## config.mk

```make
export PLATFORM = sky130hd
export DESIGN_NAME = eeprom_write_controller
export DESIGN_NICKNAME = d
export VERILOG_FILES = /design/src/shared/nvm_pkg.sv /design/src/logic/write_timer.sv /design/src/logic/eeprom_write_controller.sv
export SDC_FILE = /design/constraint.sdc
export NUM_CORES = 2
export LEC_CHECK = 0
export BUFFER_PORTS_ARGS = -buffer_cell sky130_fd_sc_hd__buf_2
export CAP_MARGIN = 20
export CORE_MARGIN = 5
export CORE_UTILIZATION = 55
export DETAILED_ROUTE_END_ITERATION = 10
export PLACE_DENSITY = 0.71
export SYNTH_ARGS = -nofsm -noshare
export SYNTH_HDL_FRONTEND = slang
export SYNTH_SLANG_ARGS = --single-unit
```

## constraint.sdc

```tcl
create_clock -name i_clk -period 3.95 [get_ports i_clk]
set_input_delay 0.395 -clock i_clk [delete_from_list [all_inputs] [get_ports i_clk]]
set_output_delay 0.395 -clock i_clk [all_outputs]
set_load 0.02 [all_outputs]
```

## src/shared/nvm_pkg.sv

```systemverilog
// Constants, types and register layout of the nonvolatile write controller
package nvm_pkg;
  localparam int CLK_PERIOD_NS = 50;
  localparam int EE_READ_NS = 300;
  localparam int FLASH_PROG_NS = 500000;
  localparam int EE_PROG_NS = 1000000;
  localparam int TO_SHORT_NS = 1600000;
  localparam int TO_MID_NS = 3200000;
  localparam int TO_LONG_NS = 12800000;
  // Least times round up, longest times round down
  localparam int EE_READ_CYC = (EE_READ_NS + CLK_PERIOD_NS - 1) / CLK_PERIOD_NS;
  localparam int FLASH_PROG_CYC = (FLASH_PROG_NS + CLK_PERIOD_NS - 1) / CLK_PERIOD_NS;
  localparam int EE_PROG_CYC = (EE_PROG_NS + CLK_PERIOD_NS - 1) / CLK_PERIOD_NS;
  localparam int TO_SHORT_CYC = TO_SHORT_NS / CLK_PERIOD_NS;
  localparam int TO_MID_CYC = TO_MID_NS / CLK_PERIOD_NS;
  localparam int TO_LONG_CYC = TO_LONG_NS / CLK_PERIOD_NS;
  localparam int TIMER_W = 18;
  localparam int WAIT_W = 3;
  localparam logic [WAIT_W-1:0] WAIT_LAST = 3'h1;
  // Register offsets and write keys
  localparam logic [7:0] SFR_NV_WRITE_ENABLE = 8'hc9;
  localparam logic [7:0] SFR_AUX_CONTROL_TWO = 8'hf7;
  localparam logic [7:0] KEY_FLASH = 8'h47;
  localparam logic [7:0] KEY_EEPROM = 8'he2;
  localparam logic [7:0] AUXILIARY_CONTROL_TWO_RESET = 8'h06;
  localparam int WE_FLASH_BIT = 7;
  localparam int WE_TIMEOUT_BIT = 6;
  localparam int WE_EEPROM_BIT = 5;
  localparam int AUXILIARY_CONTROL_TWO_TOSEL_LSB = 1;
  localparam int AUXILIARY_CONTROL_TWO_WDT_LSB = 6;
  // External data map
  localparam int EE_DEPTH = 128;
  localparam int EXTERNAL_SCRATCH_RAM_DEPTH = 256;
  localparam logic [7:0] EE_PAGE = 8'hee;
  localparam logic [7:0] EXTERNAL_SCRATCH_RAM_PAGE = 8'hff;
  localparam logic [15:0] FLASH_LAST = 16'h1ffe;
  typedef enum logic [1:0] {
    TO_OFF = 2'b00,
    TO_SHORT = 2'b01,
    TO_MID = 2'b10,
    TO_LONG = 2'b11
  } tosel_t;
  typedef enum logic [1:0] {
    ST_IDLE = 2'b00,
    ST_READ = 2'b01,
    ST_WRITE = 2'b10
  } state_t;
endpackage

```

## src/logic/write_timer.sv

```systemverilog
// Shared elapsed-time counter for flash and EEPROM programming
`timescale 1ns/1ps
`default_nettype none
module write_timer (
  // Clock and reset
  input wire logic i_clk,
  input wire logic i_sys_rst,
  // Counts while high, restarts from zero when low
  input wire logic i_run,
  output logic [nvm_pkg::TIMER_W-1:0] o_elapsed
);
  logic [nvm_pkg::TIMER_W-1:0] elapsed_q, elapsed_d;

  always_comb begin
    elapsed_d = '0;
    // Saturates so a stuck write never wraps back under a limit
    if (i_run && (elapsed_q != '1)) begin
      elapsed_d = elapsed_q + nvm_pkg::TIMER_W'(1);
    end else if (i_run) begin
      elapsed_d = elapsed_q;
    end
  end

  always_ff @(posedge i_clk) begin
    if (i_sys_rst) begin
      elapsed_q <= '0;
    end else begin
      elapsed_q <= elapsed_d;
    end
  end

  assign o_elapsed = elapsed_q;
endmodule // write_timer
`default_nettype wire

```

## src/logic/eeprom_write_controller.sv

```systemverilog
// External data decoder with EEPROM, scratch RAM and guarded flash writes
`timescale 1ns/1ps
`default_nettype none
module eeprom_write_controller #(
  parameter int FLASH_PROG_CYC = nvm_pkg::FLASH_PROG_CYC,
  parameter int EE_PROG_CYC = nvm_pkg::EE_PROG_CYC,
  parameter int TO_SHORT_CYC = nvm_pkg::TO_SHORT_CYC,
  parameter int TO_MID_CYC = nvm_pkg::TO_MID_CYC,
  parameter int TO_LONG_CYC = nvm_pkg::TO_LONG_CYC
) (
  // Clock and reset
  input wire logic i_clk,
  input wire logic i_sys_rst,
  // Special function register port
  input wire logic i_sfr_wr,
  input wire logic [7:0] i_sfr_addr,
  input wire logic [7:0] i_sfr_wdata,
  output logic [7:0] o_sfr_rdata,
  // External data moves from the core
  input wire logic i_xdata_rd,
  input wire logic i_xdata_wr,
  input wire logic [15:0] i_xdata_addr,
  input wire logic [7:0] i_xdata_wdata,
  output logic [7:0] o_xdata_rdata,
  output logic o_xdata_ack,
  output logic o_cpu_stall,
  // Nonvolatile array
  input wire logic i_nv_ok,
  output logic o_flash_wr,
  output logic [15:0] o_flash_addr,
  output logic [7:0] o_flash_wdata,
  // Watchdog reset field
  output logic [1:0] o_watchdog_reset_control
);
  localparam int TW = nvm_pkg::TIMER_W;
  localparam int WW = nvm_pkg::WAIT_W;

  nvm_pkg::state_t state_q, state_d;
  logic [WW-1:0] wait_q, wait_d;
  logic flash_we_q, flash_we_d, ee_we_q, ee_we_d;
  logic to_flag_q, to_flag_d, to_src_ee_q, to_src_ee_d;
  logic [7:0] auxiliary_control_two_q, auxiliary_control_two_d, sfr_rdata_q, sfr_rdata_d;
  logic [7:0] xrdata_q, xrdata_d;
  logic ack_q, ack_d, stall_q, stall_d;
  logic fwr_q, fwr_d, is_ee_q, is_ee_d;
  logic [15:0] faddr_q, faddr_d;
  logic [7:0] wdata_q, wdata_d;
  logic [6:0] ee_idx_q, ee_idx_d;
  logic [7:0] ee_mem_q [nvm_pkg::EE_DEPTH];
  logic [7:0] external_scratch_ram_q [nvm_pkg::EXTERNAL_SCRATCH_RAM_DEPTH];
  logic [TW-1:0] elapsed, to_limit;
  logic ee_hit, ee_even, external_scratch_ram_hit, flash_hit, take_rd, take_wr;
  logic prog_done, expire, ee_commit, external_scratch_ram_commit, to_clr;
  nvm_pkg::tosel_t tosel;

  ////////////////////////////////////////////////////////////////////////////
  // Decode and the shared timer

  assign ee_hit = i_xdata_addr[15:8] == nvm_pkg::EE_PAGE;
  assign ee_even = ee_hit && !i_xdata_addr[0];
  assign external_scratch_ram_hit = i_xdata_addr[15:8] == nvm_pkg::EXTERNAL_SCRATCH_RAM_PAGE;
  assign flash_hit = i_xdata_addr <= nvm_pkg::FLASH_LAST;
  // Only the data-move port reaches these stores
  assign take_rd = (state_q == nvm_pkg::ST_IDLE) && i_xdata_rd;
  assign take_wr = (state_q == nvm_pkg::ST_IDLE) && i_xdata_wr && !i_xdata_rd;
  assign tosel = nvm_pkg::tosel_t'(auxiliary_control_two_q[nvm_pkg::AUXILIARY_CONTROL_TWO_TOSEL_LSB +: 2]);

  write_timer u_timer (
    .i_clk(i_clk),
    .i_sys_rst(i_sys_rst),
    .i_run(state_q == nvm_pkg::ST_WRITE),
    .o_elapsed(elapsed)
  );

  always_comb begin
    case (tosel)
      nvm_pkg::TO_SHORT: to_limit = TW'(TO_SHORT_CYC - 1);
      nvm_pkg::TO_MID: to_limit = TW'(TO_MID_CYC - 1);
      nvm_pkg::TO_LONG: to_limit = TW'(TO_LONG_CYC - 1);
      default: to_limit = '1;
    endcase
  end

  // Program time ends only when the array also reports success
  assign prog_done = (state_q == nvm_pkg::ST_WRITE) && i_nv_ok &&
    (elapsed >= (is_ee_q ? TW'(EE_PROG_CYC - 1) : TW'(FLASH_PROG_CYC - 1)));
  assign expire = (state_q == nvm_pkg::ST_WRITE) && !prog_done &&
    (tosel != nvm_pkg::TO_OFF) && (elapsed >= to_limit);
  assign ee_commit = prog_done && is_ee_q;
  assign external_scratch_ram_commit = take_wr && external_scratch_ram_hit;

  ////////////////////////////////////////////////////////////////////////////
  // Access sequencer and registers

  always_comb begin
    state_d = state_q;
    wait_d = wait_q;
    flash_we_d = flash_we_q;
    ee_we_d = ee_we_q;
    auxiliary_control_two_d = auxiliary_control_two_q;
    xrdata_d = xrdata_q;
    ack_d = 1'b0;
    stall_d = stall_q;
    fwr_d = 1'b0;
    is_ee_d = is_ee_q;
    faddr_d = faddr_q;
    wdata_d = wdata_q;
    ee_idx_d = ee_idx_q;
    to_src_ee_d = to_src_ee_q;
    if (i_sfr_wr && (i_sfr_addr == nvm_pkg::SFR_NV_WRITE_ENABLE)) begin
      flash_we_d = i_sfr_wdata == nvm_pkg::KEY_FLASH;
      ee_we_d = i_sfr_wdata == nvm_pkg::KEY_EEPROM;
    end
    if (i_sfr_wr && (i_sfr_addr == nvm_pkg::SFR_AUX_CONTROL_TWO)) begin
      auxiliary_control_two_d = i_sfr_wdata;
    end
    case (state_q)
      nvm_pkg::ST_IDLE: begin
        if (take_rd && ee_hit) begin
          // EEPROM load waits out the array access time; odd reads give zero
          xrdata_d = ee_even ? ee_mem_q[i_xdata_addr[7:1]] : 8'h00;
          wait_d = WW'(nvm_pkg::EE_READ_CYC - 1);
          stall_d = 1'b1;
          state_d = nvm_pkg::ST_READ;
        end else if (take_rd) begin
          xrdata_d = external_scratch_ram_hit ? external_scratch_ram_q[i_xdata_addr[7:0]] : 8'h00;
          ack_d = 1'b1;
        end else if (take_wr && ee_even && ee_we_q) begin
          is_ee_d = 1'b1;
          ee_idx_d = i_xdata_addr[7:1];
          wdata_d = i_xdata_wdata;
          stall_d = 1'b1;
          state_d = nvm_pkg::ST_WRITE;
        end else if (take_wr && flash_hit && flash_we_q) begin
          is_ee_d = 1'b0;
          faddr_d = i_xdata_addr;
          wdata_d = i_xdata_wdata;
          fwr_d = 1'b1;
          stall_d = 1'b1;
          state_d = nvm_pkg::ST_WRITE;
        end else if (take_wr) begin
          ack_d = 1'b1;
        end
      end
      nvm_pkg::ST_READ: begin
        wait_d = wait_q - WW'(1);
        if (wait_q == nvm_pkg::WAIT_LAST) begin
          ack_d = 1'b1;
          stall_d = 1'b0;
          state_d = nvm_pkg::ST_IDLE;
        end
      end
      nvm_pkg::ST_WRITE: begin
        // Only the core waits; timers and interrupts run on elsewhere
        if (prog_done || expire) begin
          ack_d = 1'b1;
          stall_d = 1'b0;
          state_d = nvm_pkg::ST_IDLE;
        end
        if (expire) begin
          to_src_ee_d = is_ee_q;
        end
      end
      default: begin
        stall_d = 1'b0;
        state_d = nvm_pkg::ST_IDLE;
      end
    endcase
    // Timeout flag follows the enable of the write that failed; a set wins
    to_clr = to_src_ee_q ? !ee_we_d : !flash_we_d;
    to_flag_d = expire || (to_flag_q && !to_clr);
    sfr_rdata_d = 8'h00;
    if (i_sfr_addr == nvm_pkg::SFR_NV_WRITE_ENABLE) begin
      sfr_rdata_d[nvm_pkg::WE_FLASH_BIT] = flash_we_q;
      sfr_rdata_d[nvm_pkg::WE_TIMEOUT_BIT] = to_flag_q;
      sfr_rdata_d[nvm_pkg::WE_EEPROM_BIT] = ee_we_q;
    end else if (i_sfr_addr == nvm_pkg::SFR_AUX_CONTROL_TWO) begin
      sfr_rdata_d = auxiliary_control_two_q;
    end
  end

  always_ff @(posedge i_clk) begin
    if (i_sys_rst) begin
      state_q <= nvm_pkg::ST_IDLE;
      wait_q <= '0;
      flash_we_q <= 1'b0;
      ee_we_q <= 1'b0;
      to_flag_q <= 1'b0;
      to_src_ee_q <= 1'b0;
      auxiliary_control_two_q <= nvm_pkg::AUXILIARY_CONTROL_TWO_RESET;
      sfr_rdata_q <= 8'h00;
      xrdata_q <= 8'h00;
      ack_q <= 1'b0;
      stall_q <= 1'b0;
      fwr_q <= 1'b0;
      is_ee_q <= 1'b0;
      faddr_q <= 16'h0000;
      wdata_q <= 8'h00;
      ee_idx_q <= 7'h00;
    end else begin
      state_q <= state_d;
      wait_q <= wait_d;
      flash_we_q <= flash_we_d;
      ee_we_q <= ee_we_d;
      to_flag_q <= to_flag_d;
      to_src_ee_q <= to_src_ee_d;
      auxiliary_control_two_q <= auxiliary_control_two_d;
      sfr_rdata_q <= sfr_rdata_d;
      xrdata_q <= xrdata_d;
      ack_q <= ack_d;
      stall_q <= stall_d;
      fwr_q <= fwr_d;
      is_ee_q <= is_ee_d;
      faddr_q <= faddr_d;
      wdata_q <= wdata_d;
      ee_idx_q <= ee_idx_d;
    end
  end

  ////////////////////////////////////////////////////////////////////////////
  // Storage arrays, contents survive reset

  always_ff @(posedge i_clk) begin
    if (ee_commit) begin
      ee_mem_q[ee_idx_q] <= wdata_q;
    end
    if (external_scratch_ram_commit) begin
      external_scratch_ram_q[i_xdata_addr[7:0]] <= i_xdata_wdata;
    end
  end

  assign o_sfr_rdata = sfr_rdata_q;
  assign o_xdata_rdata = xrdata_q;
  assign o_xdata_ack = ack_q;
  assign o_cpu_stall = stall_q;
  assign o_flash_wr = fwr_q;
  assign o_flash_addr = faddr_q;
  assign o_flash_wdata = wdata_q;
  assign o_watchdog_reset_control = auxiliary_control_two_q[nvm_pkg::AUXILIARY_CONTROL_TWO_WDT_LSB +: 2];

  logic sfr_we_hit;
  assign sfr_we_hit = i_sfr_wr && (i_sfr_addr == nvm_pkg::SFR_NV_WRITE_ENABLE);
endmodule // eeprom_write_controller
`default_nettype wire

```

## Word level (Yosys, flattened, before mapping)

Memories as Yosys holds them, arrays and structs flattened.
Cells that the tools add are included.

| word-level totals | value |
|---|---|
| bits in writable memories | 3072 |
| output and inout bits | 45 |
| memories | 2 |
| bits in registers | 86 |
| bits of input ports | 46 |

| cells by class | value |
|---|---|
| $add $sub $neg | 2 |
| multiplexer cells | 46 |
| bitwise gates (word level) | 5 |
| order comparisons | 3 |
| reduce and logical (&&, ||, !) cells | 42 |
| equality and inequality tests | 19 |

Memory list:

| memory | depth | width | read ports | clocked after memory_dff | wr ports | RTL line | RTL |
|---|---|---|---|---|---|---|---|
| external_scratch_ram_q | 256 | 8 | 1 | 0 | 1 | eeprom_write_controller.sv:50 | `logic [7:0] external_scratch_ram_q [nvm_pkg::EXTERNAL_SCRATCH_RAM_DEPTH];` |
| ee_mem_q | 128 | 8 | 1 | 0 | 1 | eeprom_write_controller.sv:49 | `logic [7:0] ee_mem_q [nvm_pkg::EE_DEPTH];` |

Operator list:

| cell | number |
|---|---|
| 2-to-1 mux 8 bit | 7 |
| one-hot mux 18 bit (3 select lines) | 1 |
| equality test 8 bit, second input constant | 5 |
| 2-to-1 mux 18 bit | 2 |
| 2-to-1 mux 1 bit | 23 |
| logical AND 1 bit | 20 |
| adder 18 x 1 -> 18 bit, second input constant | 1 |
| greater-or-equal comparator 18 x 15 -> 1 bit | 1 |
| greater-or-equal comparator 18 bit | 1 |
| != test 18 bit, second input constant | 1 |
| <= comparator 16 x 13 -> 1 bit, second input constant | 1 |
| 2-to-1 mux 15 bit | 1 |
| 2-to-1 mux 2 bit | 6 |
| AND reduction 4 bit | 3 |
| equality test 8 x 7 -> 1 bit, second input constant | 1 |
| nonzero test 2 bit | 4 |
| equality test 2 bit, second input constant | 3 |
| logical NOT 1 bit | 6 |
| 2-to-1 mux 3 bit | 2 |
| != test 2 bit, second input constant | 3 |
| one-hot mux 1 bit (3 select lines) | 2 |
| one-hot mux 2 bit (3 select lines) | 1 |
| one-hot mux 3 bit (2 select lines) | 1 |
| AND reduction 2 bit | 3 |
| 12 further kinds | 18 |

## Logic depth before layout (Yosys ltp)

| logic depth | value |
|---|---|
| depth after elaboration | 10 |
| gate-level depth with buffers | 14 |
| depth with buffers taken out | 11 |

## Modules after synthesis

A second synthesis with hierarchy kept.

| second synthesis, totals | value |
|---|---|
| cells, all modules | 6043 |
| area, all modules | 123340.8 µm² |

Modules (own cells, without submodules):

| module | times used | cells each | area an instance (µm²) |
|---|---|---|---|
| eeprom_write_controller | 1 | 5922 | 122331.1 |
| write_timer | 1 | 121 | 1009.7 |

## Worst setup path after synthesis

OpenSTA, ideal clock, no wires.

| timing | value |
|---|---|
| path kind | input-to-reg |
| start point | input i_xdata_addr[0] |
| end point | memory external_scratch_ram_q[67][0] (enable) |
| setup slack | 0.938 ns |
| library setup time | 0.370 ns |
| data arrival time | 2.642 ns |
| stages | 11 |
| cell sequence | buf_6 > buf_6 > buf_6 > buf_6 > buf_4 > buf_4 > buf_2 > nor2b_1 > nand2_1 > clkbuf_1 > nor2_1 |

RTL lines:

| element | RTL line | RTL |
|---|---|---|
| from (decl) | eeprom_write_controller.sv:22 | `input wire logic [15:0] i_xdata_addr,` |
| to (decl) | eeprom_write_controller.sv:50 |  |

Straight into the memory's write port.

## Worst setup path after layout

| timing | value |
|---|---|
| start point | register is_ee_q |
| end point | memory ee_mem_q[86][6] (enable) |

| between the ends | value |
|---|---|
| word-level cells in the longest chain between the ends | 6 |

RTL lines:

| element | RTL line | RTL |
|---|---|---|
| from (decl) | eeprom_write_controller.sv:45 | `logic fwr_q, fwr_d, is_ee_q, is_ee_d;` |
| from (signal assigned) | eeprom_write_controller.sv:213 | `is_ee_q <= is_ee_d;` |
| 2-to-1 mux 15 bit | eeprom_write_controller.sv:86 | `(elapsed >= (is_ee_q ? TW'(EE_PROG_CYC - 1) : TW'(FLASH_PROG_CYC - 1)));` |
| greater-or-equal comparator 18 x 15 -> 1 bit | eeprom_write_controller.sv:86 |  |
| logical AND 1 bit | eeprom_write_controller.sv:85 | `assign prog_done = (state_q == nvm_pkg::ST_WRITE) && i_nv_ok &&` |
| logical AND 1 bit (*) | eeprom_write_controller.sv:89 | `assign ee_commit = prog_done && is_ee_q;` |
| 2-to-1 mux 1 bit (*) | eeprom_write_controller.sv:224 | `if (ee_commit) begin` |
| 2-to-1 mux 1 bit (implied by the code) (*) | eeprom_write_controller.sv:225 | `ee_mem_q[ee_idx_q] <= wdata_q;` |
| to (decl) | eeprom_write_controller.sv:49 |  |

Every way passes the cells marked *; elsewhere a longest branch is shown, timed or not.

==> flow_metrics.tcl <==
set metrics [dict create \
    status "completed" \
    vias 65900 \
    ys_types 77 \
    synthCells 6042 \
    synth_edf_count 3072 \
    power.share.switching_pct 20.7 \
    synth_commonest_cells "edfxtp_1 (3072), mux4_2 (712), nor2_1 (509)" \
    cts_setup_buffers 0 \
    route.detailed.drc 0 \
    final_area_mm2 0.143 \
    rsz0062_at_grt "false" \
    cts_tree "yes" \
    dp_hpwl_um 212000 \
    port_buffers 90 \
    grt_util_met3_pct 7.04 \
    power_density_mw_per_mm2 486 \
    core_area_mm2 0.223 \
    seq_area_frac_synth_pct 76.1 \
    place.gp.congestion 0.996 \
    grt_usage_pct 28.4 \
    grtUsageMet1_pct 39.2 \
    initial_core_util_pct 55.4 \
    core.rowCount 173 \
    slew_headroom_pct 11.6 \
    die-area_mm2 0.234 \
    place_area_mm2 0.132 \
    yosys.area.top_type "edfxtp_1" \
    irDropWorstVdd_v 0.000431 \
    stdcell_count 10100 \
    antenna_found_initial 10 \
    setup_violations 0 \
    areaGrowthSynthToFinish_pct 15.5 \
    max_stage_delay_ns 0.76 \
    maxSlewViolCount 0 \
    clk_pin_slew_worst_paths_ns 0.06 \
    synth_area_per_cell_um2 20.4 \
    grt_max_degree 154 \
    setup_tns_ns 0 \
    wl_um 333000 \
    required_ns 4.52 \
    max_freq_ghz 0.268 \
    ioPinCount 91 \
    combPwrFrac_pct 4.3 \
    drt_pre_antenna_iters 9 \
    synth_fp_nets 6108 \
    crit_type "reg2reg" \
    drive_above_1_share_pct 28.3 \
    synthTopCellsByArea "edfxtp_1 (75%), mux4_2 (13%), mux2i_1 (2.7%)" \
    tightest_slew_ns 1.33 \
    grt-busiest-layer "met2" \
    cts_buffers 326 \
    synth_ff_type "edfxtp_1" \
    rrSetupSlack_ns 0.22 \
    period_share_pct 94.4 \
    postRouteAntennaNets 0 \
    use_met2_pct 43.9 \
    clock_path_buffers 4 \
    yosys_register_bits 3158 \
    startpoint_type "flip-flop" \
    fin_hold_ws_ns 0.0534 \
    die_height_um 484 \
    clkLatencyLatePin_ns 0.98 \
    seqPwrFrac_pct 52.7 \
    leakagePower_nw 49.3 \
    synthArstFlopShare_pct 0 \
    crit_slowest_cell "nor2_1" \
    nets 6936 \
    power_frac_clock_pct 43.0 \
    synth_area_mm2 0.123 \
    hp-class "in2reg" \
    p_switching_mw 14.3 \
    synth_top_area_share_pct 74.7 \
    cts_htree_levels 5 \
    die_w_um 484 \
    worst_setup_path_end_kind "flip-flop" \
    crit_fanout 16 \
    fin_crit_ns 3.73 \
    cts_root_buffer "clkbuf_16" \
    drv_cap 0 \
    cp.arrival_ns 4.30 \
    yosysMostFrequentCell "edfxtp_1" \
    final-hold-violation-count 0 \
    finalClockSkew_ns 0.0960 \
    first_global_vias 65500 \
    viasPerCell 6.53 \
    crit_chain "inv_1 > ha_1 > nand2_1 > a21boi_0 > o2111ai_1 > a31oi_1 > and4b_1 > nand3_1 > buf_4 > nor2_1" \
    ys_warn_count 0 \
    drt_iter0_markers 9287 \
    p_int_mw 55.0 \
    cts_sinks 3158 \
    grt_pass1_wl_um 479000 \
    routedWlPerCell_um 33.0 \
    grt.overflow.total 0 \
    dp.cells 9467 \
]
## cell type report
| type | instances | area (um2) |
|---|---|---|
| Inverter | 15 | 63.8 |
| Multi-Input combinational cell | 2519 | 27500 |
| Antenna cell | 8 | 20.0 |
| Fill cell | 14600 | 80200 |
| Timing Repair Buffer | 850 | 7040 |
| Sequential cell | 3158 | 94000 |
| Clock buffer | 395 | 8640 |
| Clock inverter | 170 | 1570 |
| Tap cell | 2975 | 3720 |
## logic make-up (layout without fill, tap and decap cells)
logic type	after synthesis	count (layout)	share of synthesized area (%)
mux	1076	1076	16.0
compound gates	453	453	2.56
xor+xnor	12	12	0.0852
buf+inv	365	1430	1.68
flops	3158	3158	76.1
simple gates	958	958	3.36
fa+ha+maj	20	20	0.203
other cells	0	8	0
## final timing paths
path,start,cells past startpoint,end
worst max-delay path,is_ee_q,10,ee_mem_q[86][6]
worst min-delay path,i_xdata_wdata[4],1,external_scratch_ram_q[131][4]
worst max register to register,is_ee_q,10,ee_mem_q[86][6]
worst min register to register,o_flash_addr[14],1,o_flash_addr[14]
## worst max-delay path: cells and delay by family, from the launching register on
kind,cells,cell delay (ns)
simple gates,4,1.32
flops,1,0.50
compound gates,3,0.77
fa+ha+maj,1,0.29
buf+inv,2,0.42
## cell usage in the layout (no fill, tap or decap), types with 48 or more instances in the layout
| master | instances |
|---|---|
| clkbuf_1 | 55 |
| clkinv_1 | 71 |
| buf_4 | 661 |
| a22oi_1 | 115 |
| o21ai_0 | 53 |
| mux4_2 | 712 |
| nand2_1 | 181 |
| dfxtp_1 | 78 |
| dlygate4sd3_1 | 48 |
| buf_2 | 76 |
| mux2i_1 | 339 |
| a21oi_1 | 69 |
| clkinv_2 | 52 |
| buf_12 | 52 |
| nor2_1 | 507 |
| clkbuf_16 | 335 |
| edfxtp_1 | 3072 |
| nand3_1 | 111 |
## through the flow
step / util, % / power [mW] / setup WS, ns
6_report: 64.0 / 69.3 / 0.222
5_1_grt: 64.0 / 71.2 / 0.0394
4_1_cts: 64.0 / 69.6 / 0.264
3_5_place_dp: 59.2 / 40.2 / -0.242
3_3_place_gp: 59.2 / 40.1 / -0.250
2_1_floorplan: - / 38.8 / 0.938
## layer usage
metal  part of all wire (%)  wire [um]
met3                     11      37200
met5                 0.0081         27
met2                     47     157000
met4                    4.8      16100
met1                     37     123000
## power groups by stage
stage / logic, mW / clock network [mW] / registers [mW]
3_5_place_dp: 2.92 / 0 / 37.2
5_1_grt: 3.08 / 31.6 / 36.5
4_1_cts: 2.95 / 30.1 / 36.5
2_1_floorplan: 1.50 / 0 / 37.3
3_3_place_gp: 2.89 / 0 / 37.2
6_report: 2.99 / 29.8 / 36.5
## state kept, by name, summed over array words and instances, names as in the netlist, 2 cells and up
signal,flops
external_scratch_ram_q,2048
auxiliary_control_two_q,8
u_timer.o_elapsed,18
o_flash_addr,16
wait_q,3
o_flash_wdata,8
state_q,2
o_xdata_rdata,8
o_sfr_rdata,8
ee_idx_q,7
ee_mem_q,1024
## repair_timing
action	4_1_cts	5_1_grt
gates resized for setup	0	0
endpoints found under the hold margin	54	0
hold buffers	48	0
(Power assumes the default switching activity.)
